**config.mk**
```make
export PLATFORM = sky130hd
export DESIGN_NAME = delay_step_program_port
export DESIGN_NICKNAME = d
export VERILOG_FILES = /design/src/delay_prog_pkg.sv /design/src/delay_step_program_port.sv /design/src/wait_timer.sv
export SDC_FILE = /design/constraint.sdc
export NUM_CORES = 1
export LEC_CHECK = 0
export BUFFER_PORTS_ARGS = -buffer_cell sky130_fd_sc_hd__buf_4
export CORE_MARGIN = 5
export CORE_UTILIZATION = 30
export DETAILED_ROUTE_END_ITERATION = 8
export SETUP_SLACK_MARGIN = 0.3
export SLEW_MARGIN = 0
export SYNTH_ARGS = -nofsm -noshare
export SYNTH_HDL_FRONTEND = slang
export SYNTH_HIERARCHICAL = 1
export SYNTH_SLANG_ARGS = --single-unit
export TNS_END_PERCENT = 50
```
**constraint.sdc**
```tcl
create_clock -name ref_clk -period 7.5 [get_ports ref_clk]
set_input_delay 0.75 -clock ref_clk [delete_from_list [all_inputs] [get_ports ref_clk]]
set_output_delay 0.75 -clock ref_clk [all_outputs]
set_load 0.02 [all_outputs]
```
**src/delay_prog_pkg.sv**
```systemverilog
package delay_prog_pkg;
    // Width of the delay step code
    localparam int CODE_W           = 8;
    // Host clock period in ns
    localparam int CLK_PERIOD_NS    = 20;
    // Device timing figures in ns
    localparam int PAR_SETTLE_NS    = 40;   // parallel_settle_time, longest
    localparam int EN_SETTLE_NS     = 45;   // enable_settle_time, longest
    localparam int EN_FIRST_BIT_NS  = 20;   // enable_to_first_bit_time, longest
    localparam int SETUP_NS         = 10;   // setup, enable width, clock width
    // Waits the host must give, rounded up to whole cycles
    localparam int PAR_SETTLE_CYC   = (PAR_SETTLE_NS + CLK_PERIOD_NS - 1) / CLK_PERIOD_NS;
    localparam int EN_SETTLE_CYC    = (EN_SETTLE_NS + CLK_PERIOD_NS - 1) / CLK_PERIOD_NS;
    localparam int EN_FIRST_BIT_CYC = (EN_FIRST_BIT_NS + CLK_PERIOD_NS - 1) / CLK_PERIOD_NS;
    localparam int SETUP_CYC        = (SETUP_NS + CLK_PERIOD_NS - 1) / CLK_PERIOD_NS;
    // Idle time before an update: worst-case full delay, in ns
    localparam int IDLE_NS          = 1300;
    localparam int IDLE_CYC         = (IDLE_NS + CLK_PERIOD_NS - 1) / CLK_PERIOD_NS;
    // Counter width for the settle and pin-width timer waits
    localparam int WAIT_W           = 8;
    // Commands
    typedef enum logic [1:0] {
        CMD_PAR_TRANSPARENT = 2'b00,
        CMD_PAR_LATCHED     = 2'b01,
        CMD_SERIAL_WRITE    = 2'b10,
        CMD_SERIAL_READ     = 2'b11
    } cmd_t;
endpackage : delay_prog_pkg

```
**src/delay_step_program_port.sv**
```systemverilog
`timescale 1ns/1ns
// Function
// - Mode pin high parallel, low serial
// - Host holds parallel bits in register
// - Wait enable settle time after update
// - Serial bit per shift clock rise, MSB first
// - Eight bits per device per window
// - Seven more clocks read remaining bits
// - Read is destructive; write value back; serial read shifts in cmdCode instead
// - Keep delayed input idle before updates
module delay_step_program_port
    import delay_prog_pkg::*;
#(
    parameter int IDLE_CYCLES = IDLE_CYC    // Idle hold before an update
) (
    input  wire logic              ref_clk,
    input  wire logic              rst_n,
    // User side
    input  wire logic              cmdValid,
    output logic                   cmdReady,
    input  wire logic [1:0]        cmdOp,
    input  wire logic [CODE_W-1:0] cmdCode,
    output logic                   rspValid,
    output logic [CODE_W-1:0]      rspCode,
    // Device pins
    output logic                   loadMethodSelect,
    output logic                   addressEnable,
    output logic [CODE_W-1:0]      parallelStepBits,
    output logic                   serialShiftClock,
    output logic                   serialDataIn,
    input  wire logic              serialDataOut,
    output logic                   signalIdle
);
    typedef enum logic [3:0] {
        S_IDLE   = 4'h0,
        S_QUIET  = 4'h1,
        S_PSET   = 4'h2,
        S_PSETTL = 4'h3,
        S_EN_HI  = 4'h4,
        S_EN_LO  = 4'h5,
        S_SFIRST = 4'h6,
        S_CLK_LO = 4'h7,
        S_CLK_HI = 4'h8,
        S_SDROP  = 4'h9,
        S_DONE   = 4'ha
    } state_t;

    state_t              state_reg;    // Sequencer state
    cmd_t                op_reg;       // Command in flight
    logic [CODE_W-1:0]   code_reg;     // Code to write, shifted out MSB first
    logic [CODE_W-1:0]   read_reg;     // Bits gathered from serial out
    logic [3:0]          bitCount_reg; // Bits left to clock
    logic [1:0]          soSync_reg;   // Two-stage synchroniser for serial out
    logic [WAIT_W-1:0]   waitValue;    // Load value for the timer
    logic                waitLoad;     // Timer load strobe
    logic                waitDone;     // Timer expired
    logic [15:0]         idleCount_reg;// Long idle counter, above timer width

    // Settling and pin-width waits
    wait_timer #(.W(WAIT_W)) uWait (
        .ref_clk   (ref_clk),
        .rst_n     (rst_n),
        .load      (waitLoad),
        .loadValue (waitValue),
        .done      (waitDone)
    );

    assign cmdReady = (state_reg == S_IDLE);

    // Serial out comes from another chip: two flops before use
    always_ff @(posedge ref_clk or negedge rst_n) begin
        if (!rst_n) begin
            soSync_reg <= 2'h0;
        end else begin
            soSync_reg <= {soSync_reg[0], serialDataOut};
        end
    end

    // Idle counter for the quiet period before any update
    always_ff @(posedge ref_clk or negedge rst_n) begin
        if (!rst_n) begin
            idleCount_reg <= 16'h0;
        end else if (state_reg == S_IDLE && cmdValid) begin
            idleCount_reg <= 16'(IDLE_CYCLES);
        end else if (idleCount_reg != 16'h0) begin
            idleCount_reg <= idleCount_reg - 16'h1;
        end
    end

    // Timer load points and their lengths
    always_comb begin
        waitLoad  = 1'b0;
        waitValue = '0;
        case (state_reg)
            S_PSET: begin
                waitLoad  = 1'b1;
                waitValue = WAIT_W'(PAR_SETTLE_CYC);
            end
            S_EN_LO, S_SDROP: begin
                waitLoad  = 1'b1;
                waitValue = WAIT_W'(EN_SETTLE_CYC);
            end
            S_EN_HI: begin
                waitLoad  = (waitDone && op_reg != CMD_PAR_LATCHED);
                waitValue = WAIT_W'(EN_FIRST_BIT_CYC);
            end
            S_CLK_LO, S_CLK_HI: begin
                waitLoad  = waitDone;
                waitValue = WAIT_W'(SETUP_CYC);
            end
            default: begin
                waitLoad  = (state_reg == S_QUIET && idleCount_reg == 16'h0);
                waitValue = WAIT_W'(SETUP_CYC);
            end
        endcase
    end

    // Main sequencer
    always_ff @(posedge ref_clk or negedge rst_n) begin
        if (!rst_n) begin
            state_reg    <= S_IDLE;
            op_reg       <= CMD_PAR_TRANSPARENT;
            code_reg     <= '0;
            read_reg     <= '0;
            bitCount_reg <= 4'h0;
        end else begin
            case (state_reg)
                S_IDLE: begin
                    if (cmdValid) begin
                        op_reg   <= cmd_t'(cmdOp);
                        code_reg <= cmdCode;
                        state_reg <= S_QUIET;
                    end
                end
                S_QUIET: begin
                    // Delayed input held idle for the full delay first
                    if (idleCount_reg == 16'h0) begin
                        state_reg <= (op_reg == CMD_PAR_TRANSPARENT) ? S_PSET : S_EN_HI;
                    end
                end
                S_PSET: state_reg <= S_PSETTL;
                S_PSETTL: begin
                    if (waitDone) begin
                        state_reg <= S_DONE;
                    end
                end
                S_EN_HI: begin
                    // Enable high at least its minimum width
                    if (waitDone) begin
                        bitCount_reg <= 4'(CODE_W);
                        state_reg <= (op_reg == CMD_PAR_LATCHED) ? S_EN_LO : S_SFIRST;
                    end
                end
                S_SFIRST: begin
                    // Bit 7 shows up before any clock edge
                    if (waitDone) begin
                        state_reg <= S_CLK_LO;
                    end
                end
                S_CLK_LO: begin
                    if (waitDone) begin
                        // Sample serial out before the rising edge moves it
                        read_reg  <= {read_reg[CODE_W-2:0], soSync_reg[1]};
                        state_reg <= S_CLK_HI;
                    end
                end
                S_CLK_HI: begin
                    if (waitDone) begin
                        code_reg     <= {code_reg[CODE_W-2:0], 1'b0};
                        bitCount_reg <= bitCount_reg - 4'h1;
                        state_reg    <= (bitCount_reg == 4'h1) ? S_SDROP : S_CLK_LO;
                    end
                end
                S_EN_LO, S_SDROP: state_reg <= S_PSETTL;
                S_DONE:  state_reg <= S_IDLE;
                default: state_reg <= S_IDLE;
            endcase
        end
    end

    // Pin drive from state; enable falls on leaving EN_HI for a latched op or the clock phase, or in QUIET after a transparent op
    always_ff @(posedge ref_clk or negedge rst_n) begin
        if (!rst_n) begin
            loadMethodSelect <= 1'b1;
            addressEnable    <= 1'b0;
            parallelStepBits <= '0;
            serialShiftClock <= 1'b0;
            serialDataIn     <= 1'b0;
        end else begin
            // Mode pin moves only with enable low, so a falling enable never
            // races a mode change and latches under the wrong mode
            loadMethodSelect <= (state_reg == S_IDLE || addressEnable) ? loadMethodSelect
                              : !op_reg[1];
            // Bits move only while enable rises or stays high; a falling
            // enable then always latches the code that was in force
            if (state_reg == S_PSET ||
                (state_reg == S_EN_HI && op_reg == CMD_PAR_LATCHED)) begin
                parallelStepBits <= code_reg;
            end
            addressEnable <= (state_reg == S_EN_HI) || (state_reg == S_SFIRST) ||
                             (state_reg == S_CLK_LO) || (state_reg == S_CLK_HI) ||
                             (state_reg == S_PSET && op_reg == CMD_PAR_TRANSPARENT) ||
                             (state_reg == S_PSETTL && op_reg == CMD_PAR_TRANSPARENT) ||
                             (addressEnable && op_reg == CMD_PAR_TRANSPARENT &&
                              state_reg != S_QUIET);
            serialShiftClock <= (state_reg == S_CLK_HI);
            serialDataIn     <= code_reg[CODE_W-1];
        end
    end

    // Answer: read code for serial ops, echoed code otherwise
    always_ff @(posedge ref_clk or negedge rst_n) begin
        if (!rst_n) begin
            rspValid <= 1'b0;
            rspCode  <= '0;
        end else begin
            rspValid <= (state_reg == S_DONE);
            if (state_reg == S_DONE) begin
                rspCode <= op_reg[1] ? read_reg : parallelStepBits;
            end
        end
    end

    assign signalIdle = (state_reg != S_IDLE);
endmodule : delay_step_program_port

```
**src/wait_timer.sv**
```systemverilog
`timescale 1ns/1ns
// Loadable down counter; done is high while count is zero
module wait_timer
    import delay_prog_pkg::*;
#(
    parameter int W = WAIT_W
) (
    input  wire logic         ref_clk,
    input  wire logic         rst_n,
    input  wire logic         load,
    input  wire logic [W-1:0] loadValue,
    output logic              done
);
    logic [W-1:0] count_reg;  // Remaining cycles

    // Count down to zero and hold there
    always_ff @(posedge ref_clk or negedge rst_n) begin
        if (!rst_n) begin
            count_reg <= '0;
        end else if (load) begin
            count_reg <= loadValue;
        end else if (count_reg != '0) begin
            count_reg <= count_reg - W'(1);
        end
    end

    assign done = (count_reg == '0);
endmodule : wait_timer

```
# Yosys cells after proc, flatten, opt, wreduce, memory -nomap -nowiden
# Cells that the tools add are included.
[op_classes]
addsub = 3
eq_ne = 21
n_mux = 23
n_reduce_logical = 36
[op_table]
columns = ["op", "n"]
rows = [
  ["$mux 8", 5],
  ["$mux 4", 9],
  ["$mux 16", 2],
  ["$pmux 4 s8", 1],
  ["$eq 4x3->1 const B", 4],
  ["$logic_not 16->1", 1],
  ["$pmux 8 s2", 1],
  ["$reduce_bool 16->1", 1],
  ["$sub 16x1->16 const B", 1],
  ["$eq 4x4->1 const B", 3],
  ["$ne 2x2->1 const B", 6],
  ["$eq 4x1->1 const B", 2],
  ["$eq 4x2->1 const B", 2],
  ["$logic_and 1x1->1", 8],
  ["$logic_not 8->1", 1],
  ["$logic_or 1x1->1", 8],
  ["$pmux 4 s2", 1],
  ["$reduce_bool 2->1", 4],
  ["$reduce_bool 8->1", 1],
  ["$sub 8x1->8 const B", 1],
  ["$reduce_and 7->1", 1],
  ["$reduce_and 3->1", 2],
  ["$logic_not 4->1", 1],
  ["$ne 2x1->1 const B", 2],
  ["13 further kinds", 15],
]
[totals]
ff_bits = 73
inputBits = 14
out_inout_bits = 23
elab_cells = 98

# Logic depth before layout (Yosys ltp)
[depth]
depth_word = 7
ltp_mapped = 13
ltp_nobuf = 11

# Cells and area by module
# The synthesis kept the hierarchy.
[modules_own_cells]
columns = ["module", "n_inst", "cells_per_inst", "area_each_um2", "seq_area_each_um2"]
rows = [
  ["delay_step_program_port", 1, 324, 3385.7, 1627.8],
  ["wait_timer", 1, 54, 476.7, 200.2],
]

# Worst setup path before layout
# Ideal clock, no wire load.
[synth_timing]
kind = "register to register"
start = "register uWait.count_reg[0]"
end = "register uWait.count_reg[4]"
setup_ps = 79
arrival_ps = 2517
t_required_ps = 7421
slack_ps = 4903
path_stages_with_launch = 14
path_buffers = 3
period_less_slack_ps = 2597
path_cell_list = "dfrtp_1 -> inv_1 -> ha_1 -> or3b_1 -> clkbuf_2 -> nor2_1 -> clkbuf_8 -> nand3_1 -> o31a_1 -> o32a_1 -> o21ai_0 -> dlygate4sd1_1 -> a21oi_1 -> a2bb2oi_1"
[synth_via]
elab_chain_cells = 4
elab_cells_between_ends = 8
classes_between = "add/sub (1); mux (3); reduce/logical (4)"
[synth_rtl]
columns = ["item", "line", "text"]
rows = [
  ["start, declared", "wait_timer.sv:14", "logic [W-1:0] count_reg;"],
  ["start signal, assigned", "wait_timer.sv:21", "count_reg <= loadValue;"],
  ["start signal, assigned", "wait_timer.sv:23", "count_reg <= count_reg - W'(1);"],
  ["$logic_not 8->1 (*)", "wait_timer.sv:27", "assign done = (count_reg == '0);"],
  ["net waitDone", "delay_step_program_port.sv:56", "logic waitDone;"],
  ["$logic_and 1x1->1", "delay_step_program_port.sv:104", "waitLoad = (waitDone && op_reg != CMD_PAR_LATCHED);"],
  ["$pmux 1 s3 (*)", "delay_step_program_port.sv:94", "case (state_reg)"],
  ["net waitLoad", "delay_step_program_port.sv:55", "logic waitLoad;"],
  ["$mux 8 or $reduce_bool 2->1 (tied branches)", "-", ""],
]
# The timed path passes the listed nets; every way through them passes the cells marked *. The select of a mux whose other input is x is not followed.
# A chain may end at the register's enable or synchronous reset.

# Final worst setup path
[layout_timing]
start = "register uWait.count_reg[0]"
end = "register uWait.count_reg[6]"
# The elaborated chain is that of the path after synthesis.

==> impl_metrics.csv <==
group,metric,value,unit
route,count_of_vias_placed_by_the_detailed_router,2940,
floorplan,placeableCoreArea,0.0126,mm^2
floorplan,core.rowCount,41,
timing,worst_pin_slew,998,ps
setup_path,crit_path_cell_trace,"inv_1, ha_1, or3b_1, nor2_1, a21oi_1, o32a_1, o21ai_0, buf_4, inv_1, o311ai_0, nand3_1",
synth,post_synth.cell_area_avg,10.2,um^2
setup_path,slowest_cp_cell,"sky130_fd_sc_hd__nor2_1",
synth,synth.area.top_cells,"sky130_fd_sc_hd__dfrtp_1 (47%), sky130_fd_sc_hd__mux2_2 (5.2%), sky130_fd_sc_hd__a21oi_1 (4.4%), sky130_fd_sc_hd__nand2_1 (2.9%), sky130_fd_sc_hd__mux2i_1 (2.9%)",
clock_network,cts.repair_timing.setup_buffer_count,0,
synth,synth_top_cells_by_count,"sky130_fd_sc_hd__dfrtp_1 (72), sky130_fd_sc_hd__a21oi_1 (34), sky130_fd_sc_hd__nand2_1 (30)",
setup_path,path_max_fanout,13,
setup_path,crit_arrival,3340,ps
timing,grt_setup_unrepaired,"false",
floorplan,floorplan.initialDensity,0.306,
clock_network,cts_resized,0,
clock_network,htreeDepth,3,
power,static_leakage,1.96,nW
grt,grt_pass1_wl,14500,um
clock_network,clock_tree.root_cell,"sky130_fd_sc_hd__clkbuf_16",
setup_path,critical_path_required,7690,ps
synth,ys_types,66,
synth,yosys.area.top_type,"sky130_fd_sc_hd__dfrtp_1",
route,drt_wl_total,8270,um
clock_network,clkSlewWorstSetupHoldPaths,60,ps
clock_network,clock_tree_from_tritoncts,"done",
cells_and_area,final_nets,431,
floorplan,design.die.area,0.0152,mm^2
grt,gr-usage-met2,0.187,
grt,via_count_of_the_first_global_routing_pass,2975,
setup_path,regToRegSetupSlack,4350,ps
route,routedWlPerCell,14.0,um
synth,commonest_register_cell_after_synthesis,"sky130_fd_sc_hd__dfrtp_1",
timing,max_clk_rate,0.318,GHz
setup_path,worstSetupStartpointType,"flop",
timing,finalCriticalPeriod,3150,ps
setup_path,crit_path_frequent_cell,"sky130_fd_sc_hd__inv_1",
timing,finalSetupViolCount,0,
timing,relSlewSlack,0.332,
synth,post-synth-top-count-cell,"sky130_fd_sc_hd__dfrtp_1",
route,routed_via_density,4.99,
floorplan,dieHeight,123,um
timing,drv_slew,0,
clock_network,clk_path_buf_depth,2,
route,drt_pass1_iterations,4,
grt,busiest_layer,"met2",
clock_network,cts.hold.buffers_added,0,
timing,final.period_utilization,0.420,
place,routabilityCongestion,0.820,
synth,ys_ff_latch,73,
place,place.detailed.hpwl,5930,um
cells_and_area,num_antenna_cells,0,
cells_and_area,layout-area-overhead-vs-synth,18.1,%
cells_and_area,post-route-util,0.361,
cells_and_area,largest_register_ffs,16,
run_status,run_status,"complete, no violations",
floorplan,floorplan.die.width,123,um
synth,synth-edff-count,0,
route,drc,0,
clock_network,clock_insertion_delay_worst_skew,330,ps
clock_network,cts_inserted_buffers,9,
timing,final.setup_skew,4.19,ps
power,cellPowerDensity,429,mW/mm^2
grt,grt_start_max_net_pins,74,
hold_path,min-delay-path-class,"flop to flop",
timing,fin_setup_tns,0,ps
setup_path,end_kind,"flop",
synth,async_flop_share,1.00,
synth,yosys.area.top_type_share,0.466,
synth,mappedNetlistArea,0.00386,mm^2
floorplan,io-pin-count,37,
route,drt_iter0_markers,101,
synth,synthCells,378,
power,ir_worst_vdd,183,uV
clock_network,numClockSinks,73,
timing,finalHoldViolCount,0,
cells_and_area,post_route_cells_drive_above_1_share,0.230,
grt,groute.usage.overall,0.119,
setup_path,critical_path.max_stage_delay,650,ps
flow_run,cap_violations,0,
setup_path,worst_setup_path_class,"flop to flop",
synth,synth.yosys.warnings,6,
synth,synth-seq-area-share,0.473,
grt,grt_antenna_before_repair,0,
grt,gr-total-overflow,0,
grt,use_met3,0.0233,
route,final_antenna_net_count,0,
place,portBuffers,36,
grt,grt_util_met1,0.156,
-- path summary, 6_finish.rpt --
kind	startpoint	end	cells after the start
min in group asynchronous	rst_n	uWait/count_reg[1]	1
max	uWait/count_reg[0]	uWait/count_reg[6]	11
max in group asynchronous	rst_n	idleCount_reg[4]	1
min	soSync_reg[0]	soSync_reg[1]	0
max reg2reg	uWait/count_reg[0]	uWait/count_reg[6]	11
min reg2reg	soSync_reg[0]	soSync_reg[1]	0
-- critical path, delay by kind of cell, from the launching register on --
kind,cells,cell delay (ps)
simple gates,3,1250
compound gates,4,700
buf+inv,3,430
fa+ha+maj,1,220
flops,1,410
-- routing by layer --
layer,vias to the layer above,wire length (um)
li1,1444,-
met1,1427,3800
met2,56,3920
met3,13,382
met4,0,169
met5,-,0
-- kinds of logic (layout without fill, tap and decap cells) --
group | count (synthesis) | count (layout) | share of synthesized area
and+or+nand+nor | 126 | 126 | 0.191
AOI/OAI and AO/OA | 99 | 99 | 0.172
DFF | 73 | 73 | 0.473
buffers and inverters | 42 | 76 | 0.0570
muxes | 30 | 30 | 0.0849
adders and majority gates | 5 | 5 | 0.0162
xor gates and xnor gates | 2 | 2 | 0.00454
other | 1 | 6 | 0.000971
-- where the power goes --
part | switching (mW) | internal, mW | total (mW)
Combinational | 0.394 | 0.363 | 0.756
Clock | 0.158 | 0.300 | 0.457
Sequential | 0.201 | 0.543 | 0.743
Total | 0.752 | 1.20 | 1.96
-- cells in the final DEF, fill, tap and decap left out, types with 3 or more instances in the layout --
master and n:
sky130_fd_sc_hd__a21oi_1 34, sky130_fd_sc_hd__a22o_1 3, sky130_fd_sc_hd__and2_1 5, sky130_fd_sc_hd__buf_4 37, sky130_fd_sc_hd__clkbuf_16 9, sky130_fd_sc_hd__conb_1 6
sky130_fd_sc_hd__dfrtp_1 72, sky130_fd_sc_hd__ha_1 5, sky130_fd_sc_hd__inv_1 23, sky130_fd_sc_hd__mux2_2 18, sky130_fd_sc_hd__mux2i_1 11, sky130_fd_sc_hd__nand2_1 30
sky130_fd_sc_hd__nand2b_1 11, sky130_fd_sc_hd__nand3_1 8, sky130_fd_sc_hd__nand4_1 4, sky130_fd_sc_hd__nor2_1 26, sky130_fd_sc_hd__nor3_1 9, sky130_fd_sc_hd__nor3b_1 3
sky130_fd_sc_hd__nor4_1 3, sky130_fd_sc_hd__nor4_4 3, sky130_fd_sc_hd__o21ai_0 13, sky130_fd_sc_hd__o22ai_1 10, sky130_fd_sc_hd__o311ai_0 3, sky130_fd_sc_hd__o31ai_1 8
sky130_fd_sc_hd__o41ai_1 4, sky130_fd_sc_hd__or2_2 4, sky130_fd_sc_hd__or3_1 3, sky130_fd_sc_hd__or4_1 4
-- layout make-up --
| cell class | instances | area (um^2) |
|---|---|---|
| clock buffers | 11 | 243 |
| clock inverters | 5 | 78.8 |
| fillers | 1297 | 8060 |
| inverters | 23 | 86.3 |
| multi-input cells | 268 | 1830 |
| flip-flops and latches | 73 | 1830 |
| well taps | 172 | 215 |
| repair buffers | 37 | 278 |
-- per-stage QoR --
step	instance area (um^2)	setup slack, ps	hold WS, ps	instances	total power, mW
finish	4560	4350	347	589	1.96
floorplan	3880	4900	331	383	1.29
global placement	4240	4620	333	573	1.49
detailed placement	4240	4410	337	573	1.51
CTS	4560	4370	351	589	1.98
global route	4560	4140	359	589	2.12
Power figures use the tool's default switching activity.
